`src/poll_map_pkg.sv`:
```
// Package: constants and carrier types for the fieldbus poll I/O mapper
`default_nettype none
package poll_map_pkg;
  // ==========================================================================
  // Clock and timing
  localparam int unsigned CLK_MHZ          = 100;
  localparam int unsigned POLL_TIMEOUT_MS  = 100;
  localparam int unsigned POLL_TIMEOUT_CYC = POLL_TIMEOUT_MS * 1000 * CLK_MHZ;
  localparam int unsigned BLINK_HALF_MS    = 250;
  localparam int unsigned BLINK_HALF_CYC   = BLINK_HALF_MS * 1000 * CLK_MHZ;
  // ==========================================================================
  // Register map (word offsets, byte addresses)
  localparam logic [7:0] ADDR_POLL_LO   = 8'h00;  // cmd bytes 0..3
  localparam logic [7:0] ADDR_POLL_HI   = 8'h04;  // cmd byte 4, write = post poll
  localparam logic [7:0] ADDR_CTRL      = 8'h08;
  localparam logic [7:0] ADDR_RESP_LO   = 8'h0c;  // resp bytes 0..3
  localparam logic [7:0] ADDR_RESP_MID  = 8'h10;  // resp bytes 4..7
  localparam logic [7:0] ADDR_RESP_HI   = 8'h14;  // resp byte 8
  localparam logic [7:0] ADDR_STATUS    = 8'h18;
  localparam logic [7:0] ADDR_SETPOINT  = 8'h1c;
  // ==========================================================================
  // Field positions
  localparam int unsigned CTRL_ENGAGE_BIT  = 0;
  localparam int unsigned CMD_ON_BIT       = 0;
  localparam int unsigned RSP_ON_BIT       = 0;
  localparam int unsigned RSP_SP_BIT       = 1;
  localparam int unsigned RSP_TEMP_BIT     = 2;
  localparam int unsigned RSP_ILK_BIT      = 4;
  localparam logic [11:0] FULL_SCALE       = 12'hfff;
  localparam logic [31:0] RESET_WORD       = 32'h0000_0000;
  // ==========================================================================
  // Types
  typedef enum logic [1:0] { HTRANS_IDLE = 2'h0, HTRANS_BUSY = 2'h1,
                             HTRANS_NONSEQ = 2'h2, HTRANS_SEQ = 2'h3 } htrans_type;
  typedef struct packed {
    logic        mains_ok;
    logic        phases_ok;
    logic        interlock_closed;
    logic        user_output_enable;
    logic        temp_warn;
    logic        temp_over;
    logic        protect_trip;
    logic        power_limited;
    logic        setpoint_reached;
    logic [15:0] fwd_raw;
    logic [15:0] refl_raw;
  } plant_in_type;
  typedef struct packed {
    logic        output_enable;
    logic [11:0] setpoint_code;
    logic        host_mode;
    logic        regulate_forward;
    logic        mains_present_indicator;
    logic        output_enabled_indicator;
    logic        interlock_indicator;
    logic        power_limit_indicator;
    logic        overheat_indicator;
    logic        alarm_indicator;
  } plant_out_type;
endpackage
`default_nettype wire
```
`src/fieldbus_poll_io_mapper.sv`:
```
// Fieldbus poll command interpreter with generator control and indicators
// Contract
// - Power-up selects user control mode
// - Engaging fieldbus switches to host mode
// - Host mode regulates on forward power
// - User connector output enable still honoured
// - Command byte 4 bit 0 requests output
// - Setpoint is 16-bit shifted into 12 bits; the code takes command bits 11:0 unshifted
// - Setpoint above full scale is clamped
// - Setpoint scales linearly to full power
// - Nine-byte response, power readbacks low first
// - Byte 8 reports output and setpoint state
// - Byte 8 reports temperature and interlock
// - Readbacks shifted to 12 bits, clamped
// - Readbacks scale linearly to full scale
// - Output indicator steady on, flashes on error
// - Mains indicator needs power and three phases
// - Poll timeout forces zero setpoint, output off; the code times out only while the ADDR_CTRL engage bit is set
//
// Added by the designer: the register addresses and register access over AHB-Lite.
`default_nettype none
module fieldbus_poll_io_mapper
  import poll_map_pkg::*;
#(
  parameter int unsigned TIMEOUT_CYCLES = poll_map_pkg::POLL_TIMEOUT_CYC,
  parameter int unsigned BLINK_CYCLES   = poll_map_pkg::BLINK_HALF_CYC
) (
  // Clock and reset
  input  wire logic                      hclk,
  input  wire logic                      hresetn,
  // AHB-Lite slave
  input  wire logic                      hsel,
  input  wire logic [7:0]                haddr,
  input  wire logic [1:0]                htrans,
  input  wire logic                      hwrite,
  input  wire logic [2:0]                hsize,
  input  wire logic [31:0]               hwdata,
  input  wire logic                      hready,
  output logic      [31:0]               hrdata,
  output logic                           hreadyout,
  output logic                           hresp,
  // Plant side, asynchronous inputs
  input  wire poll_map_pkg::plant_in_type plant_in,
  // Plant side outputs
  output poll_map_pkg::plant_out_type    plant_out,
  output logic                           response_pulse
);
  import poll_map_pkg::*;

  // ==========================================================================
  // State
  typedef struct packed {
    plant_in_type  sync1;
    plant_in_type  sync2;
    logic [1:0]    warm;
    logic          ph_valid;
    logic          ph_write;
    logic [7:0]    ph_addr;
    logic [31:0]   rdata;
    logic [31:0]   cmd_lo;
    logic [7:0]    cmd_hi;
    logic          engaged;
    logic          host_mode;
    logic          on_request;
    logic [11:0]   setpoint;
    logic          fault_latched;
    logic          over_latched;
    logic          timed_out;
    logic [31:0]   idle_cnt;
    logic [31:0]   blink_cnt;
    logic          blink;
    logic [31:0]   resp_lo;
    logic [31:0]   resp_mid;
    logic [7:0]    resp_hi;
    logic [15:0]   resp_count;
    logic          resp_pulse;
    plant_out_type outs;
  } state_type;

  state_type st;
  state_type next_st;

  // Shift a 16-bit code to 12 bits, clamp at full scale
  function automatic logic [11:0] to_code(input logic [15:0] raw);
    logic [15:0] shifted;
    shifted = raw >> 4;
    if (shifted > {4'h0, FULL_SCALE}) begin
      to_code = FULL_SCALE;
    end else begin
      to_code = shifted[11:0];
    end
  endfunction

  logic         bus_take;
  plant_in_type pin;
  logic         alarm_now;
  logic         out_allowed;
  logic         poll_now;
  logic [15:0]  cmd_sp_raw;

  always_comb begin
    next_st    = st;
    bus_take   = hsel && hready && htrans[1];
    pin        = st.sync2;
    poll_now   = 1'b0;
    cmd_sp_raw = 16'h0000;

    // ========================================================================
    // Input synchronisers
    next_st.sync1 = plant_in;
    next_st.sync2 = st.sync1;
    // Sync stages hold reset zeros at first; no alarm until filled
    next_st.warm  = {st.warm[0], 1'b1};

    // ========================================================================
    // Bus data phase
    next_st.ph_valid = bus_take;
    next_st.ph_write = hwrite;
    next_st.ph_addr  = haddr;
    if (st.ph_valid && st.ph_write) begin
      case (st.ph_addr)
        ADDR_POLL_LO: next_st.cmd_lo = hwdata;
        ADDR_POLL_HI: begin
          next_st.cmd_hi = hwdata[7:0];
          poll_now       = 1'b1;
        end
        ADDR_CTRL: next_st.engaged = hwdata[CTRL_ENGAGE_BIT];
        default: ;
      endcase
    end
    if (bus_take && !hwrite) begin
      case (haddr)
        ADDR_POLL_LO:  next_st.rdata = st.cmd_lo;
        ADDR_POLL_HI:  next_st.rdata = {24'h0, st.cmd_hi};
        ADDR_CTRL:     next_st.rdata = {31'h0, st.engaged};
        ADDR_RESP_LO:  next_st.rdata = st.resp_lo;
        ADDR_RESP_MID: next_st.rdata = st.resp_mid;
        ADDR_RESP_HI:  next_st.rdata = {24'h0, st.resp_hi};
        ADDR_STATUS:   next_st.rdata = {st.resp_count, 11'h0, st.timed_out,
                                        st.over_latched, st.fault_latched,
                                        st.host_mode, st.on_request};
        ADDR_SETPOINT: next_st.rdata = {20'h0, st.setpoint};
        default:       next_st.rdata = RESET_WORD;
      endcase
    end

    // ========================================================================
    // Mode selection
    if (st.engaged) begin
      next_st.host_mode = 1'b1;
    end

    // ========================================================================
    // Poll command decode; byte 0 and low nibble of byte 1 carry setpoint, byte 4 bit 0 the on request
    if (poll_now) begin
      cmd_sp_raw         = {st.cmd_lo[11:8], st.cmd_lo[7:0], 4'h0};
      next_st.setpoint   = to_code(cmd_sp_raw);
      next_st.on_request = hwdata[CMD_ON_BIT];
      next_st.idle_cnt   = 32'h0;
      next_st.timed_out  = 1'b0;
    end else if (st.idle_cnt >= TIMEOUT_CYCLES - 1) begin
      next_st.timed_out = st.engaged;
    end else begin
      next_st.idle_cnt = st.idle_cnt + 32'h1;
    end
    if (st.timed_out) begin
      next_st.setpoint   = 12'h000;
      next_st.on_request = 1'b0;
    end

    // ========================================================================
    // Protection latches, cleared by an output-off command once healthy
    alarm_now = st.warm[1] &&
                (pin.temp_over || pin.protect_trip || !(pin.mains_ok && pin.phases_ok));
    if (pin.temp_over) begin
      next_st.over_latched = 1'b1;
    end else if (poll_now && !hwdata[CMD_ON_BIT] && !pin.temp_warn) begin
      next_st.over_latched = 1'b0;
    end
    if (alarm_now) begin
      next_st.fault_latched = 1'b1;
    end else if (poll_now && !hwdata[CMD_ON_BIT]) begin
      next_st.fault_latched = 1'b0;
    end

    // ========================================================================
    // Output control; user enable is always required too
    out_allowed = pin.interlock_closed && pin.user_output_enable
                  && !st.fault_latched && !st.over_latched;
    next_st.outs.output_enable    = out_allowed &&
                                    (st.host_mode ? st.on_request : 1'b1);
    next_st.outs.setpoint_code    = st.host_mode ? st.setpoint : 12'h000;
    next_st.outs.host_mode        = st.host_mode;
    next_st.outs.regulate_forward = st.host_mode;

    // ========================================================================
    // Indicators
    if (st.blink_cnt >= BLINK_CYCLES - 1) begin
      next_st.blink_cnt = 32'h0;
      next_st.blink     = !st.blink;
    end else begin
      next_st.blink_cnt = st.blink_cnt + 32'h1;
    end
    next_st.outs.mains_present_indicator = pin.mains_ok && pin.phases_ok;
    next_st.outs.output_enabled_indicator =
      st.fault_latched ? st.blink : st.outs.output_enable;
    next_st.outs.interlock_indicator   = pin.interlock_closed;
    next_st.outs.power_limit_indicator = pin.power_limited;
    next_st.outs.overheat_indicator    =
      st.over_latched ? 1'b1 : (pin.temp_warn && st.blink);
    next_st.outs.alarm_indicator       = st.fault_latched;

    // ========================================================================
    // Response built from current values, once per poll
    next_st.resp_pulse = 1'b0;
    if (poll_now) begin
      next_st.resp_lo = {4'h0, to_code(pin.refl_raw),
                         4'h0, to_code(pin.fwd_raw)};
      next_st.resp_mid = RESET_WORD;
      next_st.resp_hi  = 8'h00;
      next_st.resp_hi[RSP_ON_BIT]   = st.outs.output_enable;
      next_st.resp_hi[RSP_SP_BIT]   = pin.setpoint_reached;
      next_st.resp_hi[RSP_TEMP_BIT] = !pin.temp_over && !st.over_latched;
      next_st.resp_hi[RSP_ILK_BIT]  = pin.interlock_closed;
      next_st.resp_count = st.resp_count + 16'h1;
      next_st.resp_pulse = 1'b1;
    end
  end

  always_ff @(posedge hclk or negedge hresetn) begin
    if (!hresetn) begin
      st <= '0;
    end else begin
      st <= next_st;
    end
  end

  assign hrdata         = st.rdata;
  assign hreadyout      = 1'b1;
  assign hresp          = 1'b0;
  assign plant_out      = st.outs;
  assign response_pulse = st.resp_pulse;
endmodule // fieldbus_poll_io_mapper
`default_nettype wire

```
`config.mk`:
```
export PLATFORM = sky130hd
export DESIGN_NAME = fieldbus_poll_io_mapper
export DESIGN_NICKNAME = d
export VERILOG_FILES = /design/src/poll_map_pkg.sv /design/src/fieldbus_poll_io_mapper.sv
export SDC_FILE = /design/constraint.sdc
export NUM_CORES = 1
export LEC_CHECK = 0
export BUFFER_PORTS_ARGS = -buffer_cell sky130_fd_sc_hd__clkbuf_2
export CAP_MARGIN = 5
export CORE_ASPECT_RATIO = 0.7
export CORE_MARGIN = 2
export CORE_UTILIZATION = 58
export CTS_CLUSTER_SIZE = 28
export DETAILED_ROUTE_END_ITERATION = 10
export GPL_TIMING_DRIVEN = 0
export HOLD_SLACK_MARGIN = 0.02
export PLACE_DENSITY = 0.77
export SETUP_SLACK_MARGIN = 0.15
export SYNTH_ARGS = -nofsm -noshare
export SYNTH_HDL_FRONTEND = slang
export SYNTH_SLANG_ARGS = --single-unit
export TNS_END_PERCENT = 50
```
`constraint.sdc`:
```
create_clock -name hclk -period 2.2 [get_ports hclk]
set_input_delay 0.44 -clock hclk [delete_from_list [all_inputs] [get_ports hclk]]
set_output_delay 0.44 -clock hclk [all_outputs]
set_load 0.01 [all_outputs]
```
* Yosys cells after proc, flatten, opt, wreduce, memory -nomap -nowiden
Cells that the tools add are included.
** Word-level totals
- Logic and storage cells :: 123
- Bits in registers :: 314
- Output and inout port bits :: 56
** Operators by class
- $add $sub $neg :: 3
- Muxes and demuxes :: 21
- Equal/unequal tests :: 9
- Magnitude comparators :: 5
- Reductions and logical operators :: 33
** Operator list (count)
- one-hot mux 32 bit (7 select lines) :: 1
- adder 32 x 1 -> 32 bit, second input constant :: 2
- two-way mux 32 bit :: 2
- two-way mux 12 bit :: 4
- greater-than comparator 12 bit, second input constant :: 3
- two-way mux 33 bit :: 1
- >= comparator 32 x 24 -> 1 bit, second input constant :: 1
- >= comparator 32 x 25 -> 1 bit, second input constant :: 1
- two-way mux 13 bit :: 2
- equality test 8 x 4 -> 1 bit, second input constant :: 3
- equality test 8 x 5 -> 1 bit, second input constant :: 3
- adder 16 x 1 -> 16 bit, second input constant :: 1
- equality test 8 x 3 -> 1 bit, second input constant :: 2
- zero test 8 bit :: 2
- logical AND 1 bit :: 14
- two-way mux 1 bit :: 11
- zero test 1 bit :: 8
- nonzero test 2 bit :: 4
- AND reduction 2 bit :: 3
- logical OR 1 bit :: 2
- != test 2 bit, second input constant :: 1

* Logic depth before layout (Yosys ltp)
- Depth after elaboration :: 7
- Mapped depth :: 7
- Depth with buffers taken out :: 6

* Worst setup path before layout
Ideal clock, no wire load.
- Kind :: register to register
- From :: reg st[143] (netlist bit)
- To :: reg st[158] (netlist bit)
- Required time :: 2.123 ns
- Clock period less this slack :: 1.913 ns
- Library setup time :: 0.077 ns
- Setup slack :: 0.287 ns
- Data arrival time :: 1.835 ns
- Stages on the path, launching flop included :: 8
- Cells stage by stage :: dfrtp_1 ha_1 nand4_2 o221ai_1 and4_4 buf_6 or4_1 a21oi_1
** Between the ends
- Longest elaborated chain between the ends :: 3
- Elaborated cells on any way between the ends :: 5
** RTL lines
- start, declared :: RTL line fieldbus_poll_io_mapper.sv:80 : state_type st;
- start signal, assigned :: RTL line fieldbus_poll_io_mapper.sv:234 : st <= next_st;
- adder 32 x 1 -> 32 bit :: RTL line fieldbus_poll_io_mapper.sv:164 : next_st.idle_cnt = st.idle_cnt + 32'h1;
- two-way mux 32 bit :: RTL line fieldbus_poll_io_mapper.sv:161 : end else if (st.idle_cnt >= TIMEOUT_CYCLES - 1) begin
- two-way mux 33 bit :: RTL line fieldbus_poll_io_mapper.sv:155 : if (poll_now) begin
Several ways; a longest one is shown, not always the timed one. The select of a mux whose other input is x is not followed.
A chain may end at the register's enable or synchronous reset.

* Worst setup path after layout
- From :: reg st[143] (netlist bit)
- To :: reg st[160] (netlist bit)
The elaborated chain is that of the path after synthesis.

==> impl_summary.md <==
Critical path
The data required time at the worst endpoint is 2.66 ns. The cell repeated most along the worst path is sky130_fd_sc_hd__nand3_1. The signal on the critical path passes through buf_4 > nand3_1 > nor3_1 > nand3_1 > or3_1 > a21oi_1.

STA classifies the critical path startpoint as a flip-flop. The maximum fanout encountered on the critical timing path is 6. The endpoint type of the worst setup path is a flip-flop. The worst setup path category is reg -> reg. The largest incremental delay on the critical path is roughly 0.52 ns. The depth of the most critical reg-to-reg path is 6. The data arrival at the endpoint of the critical path is 2.56 ns. The critical-path cell with the highest stage delay is sky130_fd_sc_hd__nor3_1.

Detailed routing
The detail route stage leaves a number of antenna-violating nets equal to 0. The routed length per instance is ~18 um. After the first detailed-routing iteration, the DRC count stood at approximately 960. The first-pass iteration count of the detailed router is 7.

The per-cell via count in the routed design is roughly 5.6. The DRC violations left is 0. The routed layout has between 8000 and 9000 vias.

Wires add up to between 20 and 30 mm.

Place
The half-perimeter wire length after detailed placement is approximately 18 mm. The number of placed cells counting well taps is roughly 1400. The count of buffers added on input and output ports is 132. The routability congestion estimate is slightly below 0.9.

Global route
The met2 track demand over resource in global routing is 37.97%. Entering global routing, the biggest net connects between 100 and 150 pins. In the global route stage, met1 resource usage came out at about two fifths. The met3 track demand over resource in global routing is about 4.8%. The wire length of the first global-routing pass is roughly 44 mm. The routing layer with the top usage in global route is met1. The number of global-route vias before repair is between 8000 and 9000. Summed over all layers, the global routing overflow is 0. The initial antenna violation count was 0.

For this run, the total global-route usage over all layers was measured as a little over a quarter.

Synth
By area the synthesized netlist is led by sky130_fd_sc_hd__dfrtp_1 (63%), sky130_fd_sc_hd__nand2_1 (6.1%), sky130_fd_sc_hd__buf_4 (3.6%). The synthesized netlist occupies a cell area of around 0.012 mm2. The leading area contributor after synthesis is sky130_fd_sc_hd__dfrtp_1.

The sequential share of the synthesized area is 63.06%. The number of library cell types mapped by synthesis is 64. The share of synthesized area in the top cell type comes to 63.06%.

The per-instance average area after synthesis is 11.55 um2. The Yosys step of the flow raised 0 warnings. The most used flip-flop cell after synthesis is sky130_fd_sc_hd__dfrtp_1. The async set-or-reset flop fraction in the synthesized netlist is 100.0%. Counting flops with a built-in enable in the synthesized netlist gives 0.

The number of synthesized register bits is about 300. The number of instances in the synthesized netlist is 1024.

Clock network
The CTS tree is built. The later-pin clock latency in the skew report is roughly 0.54 ns. The H-tree depth is 1. The longest clock path from root to sink contains 3 buffers.

The library cell used as clock root buffer is sky130_fd_sc_hd__clkbuf_16. The CTS clock-pin slew for the worst setup and hold paths is approximately 0.06 ns. The number of sinks handled by clock tree synthesis is about 300.

In this run, CTS created clock tree buffers numbering 28.

Worst hold path
The tightest min-delay check is of the in -> reg type. The number of stages on the worst hold path is 1.

Floorplan
The area of the die is about 0.022 mm2. The core region is ~0.02 mm2. Once the floorplan was initialized, standard cells occupied 59.41% of the core. The I/O pin count is between 100 and 150. The number of placement rows is 43.

The vertical die dimension is 123.5 um. From left edge to right edge, the die measures between 150 and 200 um.

STA
The max-slew headroom at the worst pin is around 36%. Hold timing on the final database bottoms out at a slack of between 0.05 and 0.06 ns. Setup total negative slack on the finished layout was measured at 0 ns.

The final hold violation count is 0. The final-report setup violation count is 0. Based on the critical path, the design can be clocked at up to around 480 MHz. The worst setup skew after layout is about 0.011 ns. Setup repair after global routing could not meet its margin everywhere.

The ratio of final minimum period to clock period is 95.52%. For the finished layout, the period the worst path requires is 2.102 ns. The max-slew violation count was 0. The slew at the pin closest to its max-slew limit is between 0.9 and 1 ns.

Outcome
The flow ran to the end, and the final reports show no timing, DRC or antenna violations.

Run
Max-cap violations in this run came to 0.

Layout
The number of nets in the finished design is around 1300. The final standard cell count with taps included and fillers excluded is 1533. The diode insertion count for antenna repair is 0. The ratio of cells with drive above 1 in the final layout is between 20 and 30%.

The synthesis-to-finish area growth is 22.95%.

Pwr
The post-layout total power is roughly 12 mW. The maximum vdd ir drop is between 0.5 and 0.6 mV. Summed over all cells, the static leakage comes to about 7 nW. The power density over the cells is roughly 800 mW/mm2.
-- where the power goes --
group	leakage, nW	switching, mW	total (mW)	internal, mW
registers	3.86	0.131	5.77	5.64
logic	2.66	0.282	0.512	0.231
clock network	0.509	2.04	5.32	3.28
total	7.03	2.45	11.6	9.16
-- worst max-delay path: cells and delay by family, from the launching register on --
| family | cells | cell delay [ns] |
|---|---|---|
| and+or+nand+nor | 4 | 1.33 |
| DFF | 1 | 0.41 |
| buffers and inverters | 1 | 0.15 |
| AOI/OAI and AO/OA | 1 | 0.14 |
-- state kept, by name, summed over array words and instances, names as in the netlist --
register        flops
response_pulse      1
hrdata             32
pin                31
next_st            38
plant_out          20
st                176
-- per-stage QoR --
step	setup WS, ns	util (%)	cell area, um2
global placement	-5.378	64.58	12850
floorplan	0.2875	-	11860
detailed placement	-0.5677	64.90	12920
global route	0.09497	73.04	14540
CTS	0.1538	72.40	14410
finish	0.09848	73.04	14540
-- cell usage after synthesis (3+ instances only) --
cell / n
sky130_fd_sc_hd__inv_1: 11
sky130_fd_sc_hd__mux2_2: 35
sky130_fd_sc_hd__nor3_2: 3
sky130_fd_sc_hd__ha_1: 3
sky130_fd_sc_hd__xor2_1: 13
sky130_fd_sc_hd__and3_1: 10
sky130_fd_sc_hd__a31o_1: 3
sky130_fd_sc_hd__buf_4: 56
sky130_fd_sc_hd__buf_6: 3
sky130_fd_sc_hd__a21o_1: 8
sky130_fd_sc_hd__and2_1: 22
sky130_fd_sc_hd__nand2b_1: 6
sky130_fd_sc_hd__nor4_1: 7
sky130_fd_sc_hd__and4_1: 7
sky130_fd_sc_hd__or3_1: 8
sky130_fd_sc_hd__o21ai_1: 20
sky130_fd_sc_hd__a22oi_1: 7
sky130_fd_sc_hd__a222oi_1: 25
sky130_fd_sc_hd__a22o_1: 6
sky130_fd_sc_hd__buf_1: 4
sky130_fd_sc_hd__nor3_1: 14
sky130_fd_sc_hd__nand4_1: 18
sky130_fd_sc_hd__nand2_1: 192
sky130_fd_sc_hd__nand3_1: 30
sky130_fd_sc_hd__dfrtp_1: 298
sky130_fd_sc_hd__a41oi_1: 3
sky130_fd_sc_hd__mux2i_1: 4
sky130_fd_sc_hd__o31ai_1: 7
sky130_fd_sc_hd__clkbuf_1: 20
sky130_fd_sc_hd__nor2_1: 50
sky130_fd_sc_hd__o21ai_0: 12
sky130_fd_sc_hd__buf_2: 14
sky130_fd_sc_hd__xnor2_1: 25
sky130_fd_sc_hd__a21oi_1: 37
sky130_fd_sc_hd__or4_1: 5
-- worst paths after layout --
| path | startpoint | end | slack [ns] |
|---|---|---|---|
| min reg2reg | next_st[302] | pin[25] | 0.35 |
| min | haddr[6] | st[271] | 0.06 |
| max | st[143] | st[160] | 0.1 |
| max reg2reg | st[143] | st[160] | 0.1 |
| max in group asynchronous | hresetn | pin[4] | 0.72 |
| min in group asynchronous | hresetn | plant_out[2] | 0.51 |
-- final cells by class --
type                       count  area (um2)
buffer                        97       646.9
fill                        1369        5366
tap                          270       337.8
inverter                      12       45.04
clock inverter                10       191.4
sequential                   298        7458
multi-input combinational    625        3835
timing repair buffer         182        1172
clock buffer                  39       853.3
-- cell families after synthesis --
logic type	after synthesis	synth area share, %
xor gates and xnor gates	38	2.814
DFF	298	63.06
and+or+nand+nor	393	16.18
buffers and inverters	109	5.575
adders and majority gates	3	0.3174
AOI/OAI and AO/OA	142	8.327
muxes	39	3.671
other	2	0.06350
-- cell usage in the layout (no fill, tap or decap), types with 20 or more instances in the layout --
master,count
sky130_fd_sc_hd__a21oi_1,37
sky130_fd_sc_hd__a222oi_1,25
sky130_fd_sc_hd__and2_1,22
sky130_fd_sc_hd__buf_4,73
sky130_fd_sc_hd__clkbuf_16,29
sky130_fd_sc_hd__clkbuf_2,138
sky130_fd_sc_hd__dfrtp_1,297
sky130_fd_sc_hd__dlygate4sd3_1,35
sky130_fd_sc_hd__mux2_2,35
sky130_fd_sc_hd__nand2_1,192
sky130_fd_sc_hd__nand3_1,30
sky130_fd_sc_hd__nor2_1,50
sky130_fd_sc_hd__o21ai_1,20
sky130_fd_sc_hd__xnor2_1,25
-- timing repair --
action,4_1_cts,5_1_grt
hold buffers,35,0
buffers inserted,7,6
gates resized for setup,14,29
setup endpoints to repair,151,130
pin swaps,3,3
cloned,0,0
endpoints found under the hold margin,103,0
-- layer usage --
| layer | vias to the layer above | part of all wire [%] |
|---|---|---|
| met5 | - | 0 |
| met3 | 45 | 8.1 |
| met2 | 380 | 43 |
| met1 | 4241 | 47 |
| li1 | 3945 | - |
| met4 | 0 | 2.1 |
Note: power is estimated with default switching activity, not from simulation.
